`src/core/tmr_pkg.sv`:
```
// tmr_pkg: register indices, field positions, reset values and mode codes
// assumes: one 100 MHz clock, registers reached over avalon-mm
package tmr_pkg;
  // register indices; byte address is four times the index
  localparam logic [7:0] IDX_CTRL_A = 8'h50;
  localparam logic [7:0] IDX_CTRL_B = 8'h53;
  localparam logic [7:0] IDX_COUNT = 8'h52;
  localparam logic [7:0] IDX_FLAGS = 8'h55;
  localparam logic [7:0] IDX_CMP_A = 8'h56;
  localparam logic [7:0] IDX_CMP_B = 8'h5c;
  localparam logic [7:0] IDX_PSEL_LO = 8'h67;
  localparam logic [7:0] IDX_PSEL_HI = 8'h68;
  // control a fields
  localparam int CA_MODE_A_POS = 6;
  localparam int CA_MODE_B_POS = 4;
  localparam int CA_WAVE_POS = 0;
  // control b field
  localparam int CB_UPPER_POS = 3;
  // flag positions
  localparam int FL_OVF = 0;
  localparam int FL_MATCH_A = 1;
  localparam int FL_MATCH_B = 2;
  // reset values
  localparam logic [7:0] RST_REG8 = 8'h00;
  localparam logic [15:0] RST_PSEL = 16'h0000;
  // fixed counter values
  localparam logic [7:0] CNT_MAX = 8'hff;
  localparam logic [7:0] CNT_BOTTOM = 8'h00;
  // counting kinds
  typedef enum logic [2:0]
  {
    K_NORM = 3'b001,
    K_PHASE = 3'b010,
    K_FAST = 3'b100
  } tmr_kind_e;
  // output-mode encodings
  localparam logic [1:0] OM_OFF = 2'h0;
  localparam logic [1:0] OM_TOGGLE = 2'h1;
  localparam logic [1:0] OM_CLEAR = 2'h2;
  localparam logic [1:0] OM_SET = 2'h3;
endpackage

```
`src/core/tmr_ctrl.sv`:
```
// tmr_ctrl: 8-bit timer control, mode decode, compare outputs, registers
// assumes: avalon-mm master, timer tick as a one-cycle enable, synchronous inputs
//
// Behaviour
// - counter moves only on clock cycles where the timer tick is high or the count register is written
// - nonzero channel a output mode takes the pin; driven only if direction is output
// - normal/clear-on-match: a modes off, toggle, clear, set on match
// - fast mode a: 01 toggles only with upper mode bit; 10/11 match then bottom
// - fast mode a: compare equal top with high bit, act only at bottom
// - phase mode a: 01 toggles only with upper bit; 10/11 up and down matches
// - phase mode a: compare equal top with high bit, act only at top
// - nonzero channel b output mode takes the pin; driven only if direction is output
// - normal/clear-on-match: b modes off, toggle, clear, set on match
// - fast mode b: 01 reserved; 10/11 act on match then at bottom
// - fast mode b: compare equal top with high bit, act only at bottom
// - phase mode b: 01 reserved; 10/11 act on up and down matches
// - phase mode b: compare equal top with high bit, act only at top
// - control a bits 3 and 2 ignore writes and read zero
// - mode field decodes 0,1,2,3,5,7; 4 and 6 reserved
// - top is 0xff in modes 0,1,3, compare a in modes 2,5,7
// - overflow flag at max in 0,2,3, bottom in 1,5, top in 7
// - match flags set on compare match
// - clear-on-match and fast with a as top: a match sets flag, clears counter
// - two pin-select registers, eight two-bit fields, reset zero
// - upper mode bit is bit 3 of control b, joined with two low bits
`timescale 1ns/10ps
module tmr_ctrl
(
  input wire logic core_clk_i,
  input wire logic nrst_i,
  input wire logic timer_tick_i,
  input wire logic dir_a_out_i,
  input wire logic dir_b_out_i,
  input wire logic [9:0] avs_address_i,
  input wire logic avs_read_i,
  input wire logic avs_write_i,
  input wire logic [31:0] avs_writedata_i,
  input wire logic [3:0] avs_byteenable_i,
  output logic [31:0] avs_readdata_o,
  output logic avs_waitrequest_o,
  output logic wave_out_a_o,
  output logic wave_out_b_o,
  output logic override_a_o,
  output logic override_b_o,
  output logic drive_a_o,
  output logic drive_b_o,
  output logic [2:0] flags_o,
  output logic [7:0] count_value_o,
  output logic [15:0] pin_select_field_o
);

  typedef struct packed {
    logic wait_n;
    logic [7:0] rdata;
    logic [1:0] chan_a_out_mode;
    logic [1:0] chan_b_out_mode;
    logic [1:0] wave_lo;
    logic wave_mode_upper_bit;
    logic [15:0] psel;
    logic [7:0] count_value;
    logic down;
    logic [7:0] compare_value_a;
    logic [7:0] compare_value_b;
    logic [7:0] buf_a;
    logic [7:0] buf_b;
    logic [2:0] flags;
    logic wave_out_a;
    logic wave_out_b;
    logic override_a;
    logic override_b;
    logic drive_a;
    logic drive_b;
  } tmr_state_s;

  tmr_state_s st;
  tmr_state_s next_st;

  // mode field to counting kind
  function automatic tmr_pkg::tmr_kind_e kind_of(input logic [2:0] m);
    case (m)
      3'd1, 3'd5: kind_of = tmr_pkg::K_PHASE;
      3'd3, 3'd7: kind_of = tmr_pkg::K_FAST;
      default: kind_of = tmr_pkg::K_NORM;
    endcase
  endfunction

  // output mode nonzero: waveform takes the pin
  function automatic logic pin_taken(input logic [1:0] om);
    pin_taken = (om != tmr_pkg::OM_OFF);
  endfunction

  // one counter step in the given direction
  function automatic logic [7:0] cnt_step(input logic [7:0] v, input logic dn);
    if (dn)
      cnt_step = v - 8'h01;
    else
      cnt_step = v + 8'h01;
  endfunction

  // modes whose top comes from compare a
  function automatic logic top_from_a(input logic [2:0] m);
    case (m)
      3'd2, 3'd5, 3'd7: top_from_a = 1'b1;
      default: top_from_a = 1'b0;
    endcase
  endfunction

  // point at which the overflow flag is raised
  function automatic logic ovf_at(
    input logic [2:0] m,
    input logic dn,
    input logic bottom,
    input logic top_hit,
    input logic max_hit
  );
    case (m)
      3'd1, 3'd5: ovf_at = dn && bottom;
      3'd7: ovf_at = top_hit;
      3'd0, 3'd2, 3'd3: ovf_at = max_hit;
      default: ovf_at = 1'b0;
    endcase
  endfunction

  // next waveform level for one channel on a tick
  function automatic logic wave_next(
    input logic cur,
    input logic [1:0] om,
    input tmr_pkg::tmr_kind_e k,
    input logic tog_ok,
    input logic match,
    input logic down,
    input logic at_top,
    input logic at_wrap,
    input logic cmp_top
  );
    logic r;
    r = cur;
    case (k)
      tmr_pkg::K_NORM:
      begin
        if (match)
        begin
          case (om)
            tmr_pkg::OM_TOGGLE: r = ~cur;
            tmr_pkg::OM_CLEAR: r = 1'b0;
            tmr_pkg::OM_SET: r = 1'b1;
            default: r = cur;
          endcase
        end
      end
      tmr_pkg::K_FAST:
      begin
        if (om == tmr_pkg::OM_TOGGLE)
        begin
          if (tog_ok && match)
            r = ~cur;
        end
        else if (om[1])
        begin
          if (at_wrap)
            r = ~om[0];
          else if (match && !cmp_top)
            r = om[0];
        end
      end
      tmr_pkg::K_PHASE:
      begin
        if (om == tmr_pkg::OM_TOGGLE)
        begin
          if (tog_ok && match)
            r = ~cur;
        end
        else if (om[1])
        begin
          if (cmp_top)
          begin
            if (at_top)
              r = ~om[0];
          end
          else if (match)
            r = down ? ~om[0] : om[0];
        end
      end
      default: r = cur;
    endcase
    wave_next = r;
  endfunction

  logic [2:0] mode;
  tmr_pkg::tmr_kind_e kind;
  logic top_is_a;
  logic [7:0] top;
  logic at_top;
  logic at_bottom;
  logic match_a;
  logic match_b;
  logic wrap;
  logic ovf;
  logic acc_ok;
  logic [7:0] idx;
  logic [7:0] rd_val;
  logic wr_en;
  logic [2:0] w1c;

  always_comb
  begin
    mode = {st.wave_mode_upper_bit, st.wave_lo};
    kind = kind_of(mode);
    top_is_a = top_from_a(mode);
    top = top_is_a ? st.compare_value_a : tmr_pkg::CNT_MAX;
    at_top = (st.count_value == top);
    at_bottom = (st.count_value == tmr_pkg::CNT_BOTTOM);
    match_a = timer_tick_i && (st.count_value == st.compare_value_a);
    match_b = timer_tick_i && (st.count_value == st.compare_value_b);
    wrap = timer_tick_i && (kind == tmr_pkg::K_FAST) && at_top;
    ovf = timer_tick_i && ovf_at(mode, st.down, at_bottom, at_top,
      st.count_value == tmr_pkg::CNT_MAX);
    idx = avs_address_i[9:2];
    acc_ok = !st.wait_n && (avs_address_i[1:0] == 2'h0);
    wr_en = acc_ok && avs_write_i && avs_byteenable_i[0];
    case (idx)
      tmr_pkg::IDX_CTRL_A:
        rd_val = {st.chan_a_out_mode, st.chan_b_out_mode, 2'h0, st.wave_lo};
      tmr_pkg::IDX_CTRL_B:
        rd_val = {4'h0, st.wave_mode_upper_bit, 3'h0};
      tmr_pkg::IDX_COUNT: rd_val = st.count_value;
      tmr_pkg::IDX_FLAGS: rd_val = {5'h00, st.flags};
      tmr_pkg::IDX_CMP_A: rd_val = st.buf_a;
      tmr_pkg::IDX_CMP_B: rd_val = st.buf_b;
      tmr_pkg::IDX_PSEL_LO: rd_val = st.psel[7:0];
      tmr_pkg::IDX_PSEL_HI: rd_val = st.psel[15:8];
      default: rd_val = tmr_pkg::RST_REG8;
    endcase
    w1c = (wr_en && idx == tmr_pkg::IDX_FLAGS) ? avs_writedata_i[2:0] : 3'h0;

    next_st = st;
    // bus handshake: one wait cycle, then the answer
    if ((avs_read_i || avs_write_i) && st.wait_n)
    begin
      next_st.wait_n = 1'b0;
      next_st.rdata = rd_val;
    end
    else
      next_st.wait_n = 1'b1;

    // counter
    if (timer_tick_i)
    begin
      case (kind)
        tmr_pkg::K_PHASE:
        begin
          if (!st.down && at_top)
          begin
            next_st.down = 1'b1;
            next_st.count_value = cnt_step(st.count_value, 1'b1);
          end
          else if (st.down && at_bottom)
          begin
            next_st.down = 1'b0;
            next_st.count_value = cnt_step(st.count_value, 1'b0);
          end
          else
            next_st.count_value = cnt_step(st.count_value, st.down);
        end
        tmr_pkg::K_FAST:
        begin
          next_st.down = 1'b0;
          next_st.count_value = at_top ? tmr_pkg::CNT_BOTTOM : cnt_step(st.count_value, 1'b0);
        end
        default:
        begin
          next_st.down = 1'b0;
          if (mode == 3'd2 && match_a)
            next_st.count_value = tmr_pkg::CNT_BOTTOM;
          else
            next_st.count_value = cnt_step(st.count_value, 1'b0);
        end
      endcase
    end

    // compare update points
    case (kind)
      tmr_pkg::K_PHASE:
      begin
        if (timer_tick_i && !st.down && at_top)
        begin
          next_st.compare_value_a = st.buf_a;
          next_st.compare_value_b = st.buf_b;
        end
      end
      tmr_pkg::K_FAST:
      begin
        if (wrap)
        begin
          next_st.compare_value_a = st.buf_a;
          next_st.compare_value_b = st.buf_b;
        end
      end
      default:
      begin
        next_st.compare_value_a = st.buf_a;
        next_st.compare_value_b = st.buf_b;
      end
    endcase

    // waveforms
    next_st.wave_out_a = wave_next(st.wave_out_a, st.chan_a_out_mode, kind,
      st.wave_mode_upper_bit, match_a, st.down, timer_tick_i && at_top, wrap,
      st.compare_value_a == top);
    next_st.wave_out_b = wave_next(st.wave_out_b, st.chan_b_out_mode, kind,
      1'b0, match_b, st.down, timer_tick_i && at_top, wrap,
      st.compare_value_b == top);
    next_st.override_a = pin_taken(st.chan_a_out_mode);
    next_st.override_b = pin_taken(st.chan_b_out_mode);
    next_st.drive_a = pin_taken(st.chan_a_out_mode) && dir_a_out_i;
    next_st.drive_b = pin_taken(st.chan_b_out_mode) && dir_b_out_i;

    // flags: write one clears, a new event wins
    next_st.flags = st.flags & ~w1c;
    if (ovf)
      next_st.flags[tmr_pkg::FL_OVF] = 1'b1;
    if (match_a)
      next_st.flags[tmr_pkg::FL_MATCH_A] = 1'b1;
    if (match_b)
      next_st.flags[tmr_pkg::FL_MATCH_B] = 1'b1;

    // register writes
    if (wr_en)
    begin
      case (idx)
        tmr_pkg::IDX_CTRL_A:
        begin
          next_st.chan_a_out_mode = avs_writedata_i[tmr_pkg::CA_MODE_A_POS +: 2];
          next_st.chan_b_out_mode = avs_writedata_i[tmr_pkg::CA_MODE_B_POS +: 2];
          next_st.wave_lo = avs_writedata_i[tmr_pkg::CA_WAVE_POS +: 2];
        end
        tmr_pkg::IDX_CTRL_B:
          next_st.wave_mode_upper_bit = avs_writedata_i[tmr_pkg::CB_UPPER_POS];
        tmr_pkg::IDX_COUNT:
        begin
          next_st.count_value = avs_writedata_i[7:0];
          next_st.down = 1'b0;
        end
        tmr_pkg::IDX_CMP_A: next_st.buf_a = avs_writedata_i[7:0];
        tmr_pkg::IDX_CMP_B: next_st.buf_b = avs_writedata_i[7:0];
        tmr_pkg::IDX_PSEL_LO: next_st.psel[7:0] = avs_writedata_i[7:0];
        tmr_pkg::IDX_PSEL_HI: next_st.psel[15:8] = avs_writedata_i[7:0];
        default: next_st.flags = next_st.flags;
      endcase
    end
  end

  always_ff @(posedge core_clk_i)
  begin
    if (!nrst_i)
    begin
      st <= '0;
      st.wait_n <= 1'b1;
      st.psel <= tmr_pkg::RST_PSEL;
    end
    else
      st <= next_st;
  end

  assign avs_readdata_o = {24'h000000, st.rdata};
  assign avs_waitrequest_o = st.wait_n;
  assign wave_out_a_o = st.wave_out_a;
  assign wave_out_b_o = st.wave_out_b;
  assign override_a_o = st.override_a;
  assign override_b_o = st.override_b;
  assign drive_a_o = st.drive_a;
  assign drive_b_o = st.drive_b;
  assign flags_o = st.flags;
  assign count_value_o = st.count_value;
  assign pin_select_field_o = st.psel;

endmodule // tmr_ctrl

```
`config.mk`:
```
export PLATFORM = sky130hd
export DESIGN_NAME = tmr_ctrl
export DESIGN_NICKNAME = d
export VERILOG_FILES = /design/src/core/tmr_pkg.sv /design/src/core/tmr_ctrl.sv
export SDC_FILE = /design/constraint.sdc
export NUM_CORES = 1
export LEC_CHECK = 0
export BUFFER_PORTS_ARGS = -buffer_cell sky130_fd_sc_hd__clkbuf_2
export CORE_ASPECT_RATIO = 2
export CORE_MARGIN = 4
export CORE_UTILIZATION = 30
export DETAILED_ROUTE_END_ITERATION = 12
export PLACE_DENSITY = 0.49
export SYNTH_ARGS = -nofsm -noshare
export SYNTH_HDL_FRONTEND = slang
export SYNTH_SLANG_ARGS = --single-unit
```
`constraint.sdc`:
```
create_clock -name core_clk_i -period 2.3 [get_ports core_clk_i]
set_input_delay 0.23 -clock core_clk_i [delete_from_list [all_inputs] [get_ports core_clk_i]]
set_output_delay 0.23 -clock core_clk_i [all_outputs]
set_load 0.1 [all_outputs]
```
Word level (Yosys, flattened, before mapping)
Cells that the tools add are included.
{ "totals": {"register_bits": 82, "in_bits": 53, "output_inout_bits": 66} }
{ "classes": {"eq_ne": 46, "add_sub_neg": 2, "n_reduce_logical": 45, "bitwise_logic": 6, "n_mux": 50} }
{ "op_table": {"columns": ["operator", "count"], "rows": [
  ["$eq 8x7->1 const B", 8],
  ["$pmux 8 s8", 1],
  ["$eq 8x8->1", 5],
  ["$mux 8", 5],
  ["$mux 9", 4],
  ["$mux 16", 2],
  ["$pmux 16 s2", 1],
  ["$mux 1", 29],
  ["$logic_and 1x1->1", 21],
  ["$pmux 9 s2", 1],
  ["$ne 2x2->1 const B", 8],
  ["$pmux 1 s3", 5],
  ["$reduce_and 2->1", 7],
  ["$ne 4x2->1 const B", 3],
  ["$reduce_and 10->1", 1],
  ["$eq 3x2->1 const B", 3],
  ["$eq 3x3->1 const B", 3],
  ["$ne 3x3->1 const B", 3],
  ["$add 8x1->8 const B", 1],
  ["$eq 2x2->1 const B", 4],
  ["$eq 8x8->1 const B", 1],
  ["$logic_not 8->1", 1],
  ["$ne 4x4->1 const B", 2],
  ["$reduce_and 8->1", 1],
  ["other kinds (17)", 29]
]} }

Depth between registers and ports, before layout
{ "logic_depth": {"depth_word": 12, "mapped_depth": 11, "depth_no_buf": 9} }

Least setup slack after synthesis
No wires, ideal clock.
{ "synth_timing": {"kind": "register to register", "start": "register st (netlist bit count_value_o[5])", "end": "register st (netlist bit count_value_o[7])", "setup_slack_ns": 0.084, "stages_incl_launch_ff": 11, "t_arrival_ns": 2.084, "required_time_ns": 2.168, "setup_time_ns": 0.132, "cell_sequence": "dfxtp_1 > buf_4 > nand2_1 > or4_4 > o22ai_2 > and2_1 > buf_6 > nor3_1 > or3_1 > a31oi_1 > o22ai_1"} }
{ "synth_via": {"elab_chain_cells": 8, "word_cells_on_any_way": 18, "classes_between": "add/sub (2); eq/ne (2); mux (9); reduce/logical (5)"} }
{ "synth_lines": {"columns": ["element", "line_no", "rtl"], "rows": [
  ["from (decl)", "tmr_ctrl.sv:75", "tmr_state_s st;"],
  ["from (signal assigned)", "tmr_ctrl.sv:362", "st <= next_st;"],
  ["$add 8x1->8, or another cell as far along", "tmr_ctrl.sv:97", "cnt_step = v + 8'h01;"],
  ["$mux 8, or another cell as far along", "tmr_ctrl.sv:94", "if (dn)"],
  ["$mux 8 / $logic_and 1x1->1 (equally long branches)", "tmr_ctrl.sv:257, tmr_ctrl.sv:273", null],
  ["$mux 9 / $mux 8 (equally long branches)", "tmr_ctrl.sv:252, tmr_ctrl.sv:273", null],
  ["$pmux 9 s2 (*)", "tmr_ctrl.sv:249", "case (kind)"],
  ["$mux 9 (*)", "tmr_ctrl.sv:247", "if (timer_tick_i)"],
  ["$mux 9", "tmr_ctrl.sv:330", "case (idx)"],
  ["$mux 9 (*)", "tmr_ctrl.sv:328", "if (wr_en)"]
]} }
Mark *: on every way between the ends. The rest lies on a longest branch, timed or not.
A chain may end at the register's enable or synchronous reset.

Worst setup path after layout
{ "layout_timing": {"start": "register st (netlist bit count_value_o[2])", "end": "register st (netlist bit count_value_o[1])"} }
{ "layout_via": {"elab_chain_cells": 8, "word_cells_on_any_way": 15, "classes_between": "eq/ne (2); mux (8); reduce/logical (5)"} }
{ "layout_lines": {"columns": ["element", "line_no"], "rows": [
  ["$eq 8x8->1 / $logic_not 8->1 (equally long branches)", "tmr_ctrl.sv:213, tmr_ctrl.sv:212"],
  ["$logic_and 1x1->1 (on tied branches)", "tmr_ctrl.sv:213, tmr_ctrl.sv:257"],
  ["$logic_and 1x1->1 / $mux 8 (equally long branches)", "tmr_ctrl.sv:273, tmr_ctrl.sv:257"],
  ["$mux 8 / $mux 9 (equally long branches)", "tmr_ctrl.sv:273, tmr_ctrl.sv:252"],
  ["$pmux 9 s2 (*)", "tmr_ctrl.sv:249"],
  ["$mux 9 (*)", "tmr_ctrl.sv:247"],
  ["$mux 9", "tmr_ctrl.sv:330"],
  ["$mux 9 (*)", "tmr_ctrl.sv:328"]
]} }
Marks and branches as above.

==> run summary <==
Initial DRT Pass Iterations: 5
Final Max Slew Viols: 0
Post-synth EDFFs: 0
Final Skew: 0.009980 ns
Worst Hold Class: primary input to flip-flop
Yosys cell types: 70
worst reg2reg path startpoint: count_value_o[2]$_SDFF_PN0_
unrepaired setup endpoints after global routing: yes
synthesis-to-layout area growth: 21.42%
core footprint: 0.01787 sq mm
synthesized area: 0.005473 sq mm
initial cell density of the core: 30.62%
kind of start point of the critical path: flip-flop
Placement Setup Slack: -0.1504 ns
hold path depth: 2
Overflow after GRT: 0
Nets: 815
largest net degree at the start of global routing: 32
CTS tree: done
post-DR vias/cell: 5.367
worst-path cell chain: or2_1 > or4_4 > nor3_4 > buf_6 > buf_4 > or4_1 > o311ai_1 > o21ai_1 > and3_1 > o22ai_1
worst reg-to-reg path cell count: 10
Hold Violations, Final: 0
All-Layer GR Usage: 18.11%
top post-synthesis cells by area: dfxtp_1 (30%), buf_4 (8.4%), mux2i_1 (6.8%)
Die Y: 199.0 microns
Port Buf Inserts: 67
Sw Share: 30.86%
clock latency at the later pin of the worst-skew pair: 0.35 ns
area leader, netlist: dfxtp_1
worst hold path endpoint: drive_a_o$_SDFF_PN0_
CP Max Fanout: 6
Primary FF master, synth: dfxtp_1
HPWL after DPL: 15270 microns
Power Density: 550.6 mW/mm^2
first-pass GRT wire length: 28710 microns
placement row count: 69
fin crit share: 100.5%
FFs w/ async S/R, synth: 0%
Residual DRC: 0
WP data required: 2.54 ns
ant diodes: 0
synth warn: 0
status: finished, violations left
clock sinks: 82
Final Worst Setup Slack: -0.01135 ns
failing checks: negative setup slack
kind of critical path: flip-flop to flip-flop
Routed Wire Length: 19340 microns
total CTS buffers: 9
CTS Root Cell: clkbuf_16
Switching Power: 1129 uW
Clock transition at path regs: 0.06 ns
number of DRC markers in iteration 0: 236
cts hold-fix bufs: 0
sequential share of the synthesized area: 30.00%
Mean Syn Cell Area: 8.156 sq um
commonest cells after routing, fill and taps aside: buf_4 (77), dfxtp_1 (74), nand2_1 (67), clkbuf_2 (67)
worst path arrival time: 2.55 ns
total power draw: 3659 uW
Final Setup Violations: 2
Logic pwr share: 18.1%
Synth Instances: 671
Final GP Congestion: 0.8625
die area: 0.02060 sq mm
worst slew pin tran: 0.9529 ns
CTS Buffer Depth: 2
critical path's slowest cell: or4_4
Yosys reg bits: 82
reg2reg end: count_value_o[1]$_SDFF_PN0_
Internal Pwr Total: 2530 uW
share of the synthesized area in the top cell type: 30.00%
sequential share of power: 39.9%
Tmin final: 2.311 ns
H-tree lvl count: 3
clock share of power: 42.0%
commonest non-fill, non-tap cell in the layout: buf_4
CP peak stage delay: 0.49 ns
# IOs: 119
r2r setup slk: -0.01 ns
number of max-cap violations: 0
critical hold path startpoint: dir_a_out_i
DRT antenna net count: 0
CP Capture Type: flip-flop
Max Freq: 0.4326 GHz
Die X: 103.5 microns
total number of vias: 5195
share of layout cells above drive strength 1: 27.55%
Slew HR: 36.47%
WL per Instance: 19.98 microns
vias in the first global route: 5116
P_leak: 0.002492 uW
maximum VDD drop: 0.4820 mV
initial antenna violation count: 0
## cell usage after synthesis (6+ instances only)
master,instances
and2_1,6
nor2b_1,37
nor2_1,21
nand3_1,33
a31oi_1,12
mux2i_1,37
ha_1,11
dfxtp_1,82
a21oi_1,29
o211ai_1,6
nor3_1,10
nand2_1,68
xnor2_1,19
inv_1,14
xor2_1,11
buf_4,61
a21boi_0,23
o22ai_1,12
o21ai_1,7
o21ai_0,27
nand4_1,6
buf_2,7
a221oi_1,10
clkbuf_1,32
a222oi_1,7
nor4_1,8
## power by group through the flow
| stage | logic (uW) | registers (uW) | clock network [uW] |
|---|---|---|---|
| global placement | 652 | 1490 | 0 |
| detailed placement | 655 | 1490 | 0 |
| finish | 663 | 1460 | 1540 |
| floorplan | 547 | 1490 | 0 |
| CTS | 661 | 1460 | 1560 |
| global route | 694 | 1460 | 1610 |
## how the worst max path moves through the flow
stage,from,end,cells past startpoint
finish,count_value_o[2]$_SDFF_PN0_,count_value_o[1]$_SDFF_PN0_,10
global route,mode[2]$_SDFFE_PN0P_,count_value_o[4]$_SDFF_PN0_,9
CTS,count_value_o[3]$_SDFF_PN0_,st[38]$_SDFFE_PN0P_,11
detailed placement,count_value_o[3]$_SDFF_PN0_,wave_out_b_o$_SDFFE_PN0P_,9
global placement,count_value_o[3]$_SDFF_PN0_,count_value_o[4]$_SDFF_PN0_,8
floorplan,count_value_o[5]$_SDFF_PN0_,count_value_o[7]$_SDFF_PN0_,10
## per-stage QoR
stage | cells | utilization (%) | hold WS, ns | setup TNS (ns) | cell area (sq um)
floorplan | 694 | - | 0.3517 | 0 | 5559
global placement | 947 | 34.25 | 0.4285 | -1.537 | 6121
detailed placement | 947 | 34.25 | 0.4393 | -1.646 | 6121
CTS | 965 | 36.44 | 0.07467 | 0 | 6513
global route | 968 | 37.18 | 0.08156 | -0.4132 | 6645
finish | 968 | 37.18 | 0.08063 | -0.01951 | 6645
## area by class of cell
cell class | instances | area, sq um
inverters | 15 | 56.30
fillers | 1812 | 11230
repair buffers | 150 | 1003
clock inverters | 5 | 78.83
well taps | 213 | 266.5
multi-input cells | 493 | 3357
clock buffers | 10 | 229.0
flip-flops and latches | 82 | 1654
## state kept, by name, indices dropped and copies added, names as in the netlist
| signal | flops |
|---|---|
| st | 37 |
| pin_select_field_o | 16 |
| avs_readdata_o | 8 |
| count_value_o | 8 |
| flags_o | 3 |
| mode | 3 |
| avs_waitrequest_o | 1 |
| drive_a_o | 1 |
| drive_b_o | 1 |
| override_a_o | 1 |
| override_b_o | 1 |
| wave_out_a_o | 1 |
| wave_out_b_o | 1 |
## cell families (layout without fill, tap and decap cells)
logic type,count (synthesis),in the layout,synth area share [%]
mux,38,38,6.973
buf+inv,119,180,12.78
flops,82,82,30.00
xor+xnor,30,30,4.801
other cells,1,24,0.06852
simple gates,229,229,22.82
compound gates,161,161,20.05
fa+ha+maj,11,11,2.515
## what timing repair did
item / 4_1_cts / 5_1_grt
setup endpoints to repair: 23 / 26
setup buffers: 3 / 2
cloned: 0 / 1
pin swaps: 2 / 5
resized for setup: 15 / 21
## worst max-delay path: cells and delay by family, from the launching register on
kind	cells	cell delay, ns
AO/OA/AOI/OAI	3	0.29
buffers and inverters	2	0.29
flip-flops	1	0.36
AND/OR/NAND/NOR	5	1.26
## metal layers
| metal | global-route usage [%] | share of wire, % |
|---|---|---|
| met1 | 16.45 | 34 |
| met2 | 37.03 | 57 |
| met3 | 1.624 | 3.0 |
| met4 | 12.57 | 6.0 |
| met5 | 0 | 0 |
No activity file was read; power rests on OpenSTA's default activity.
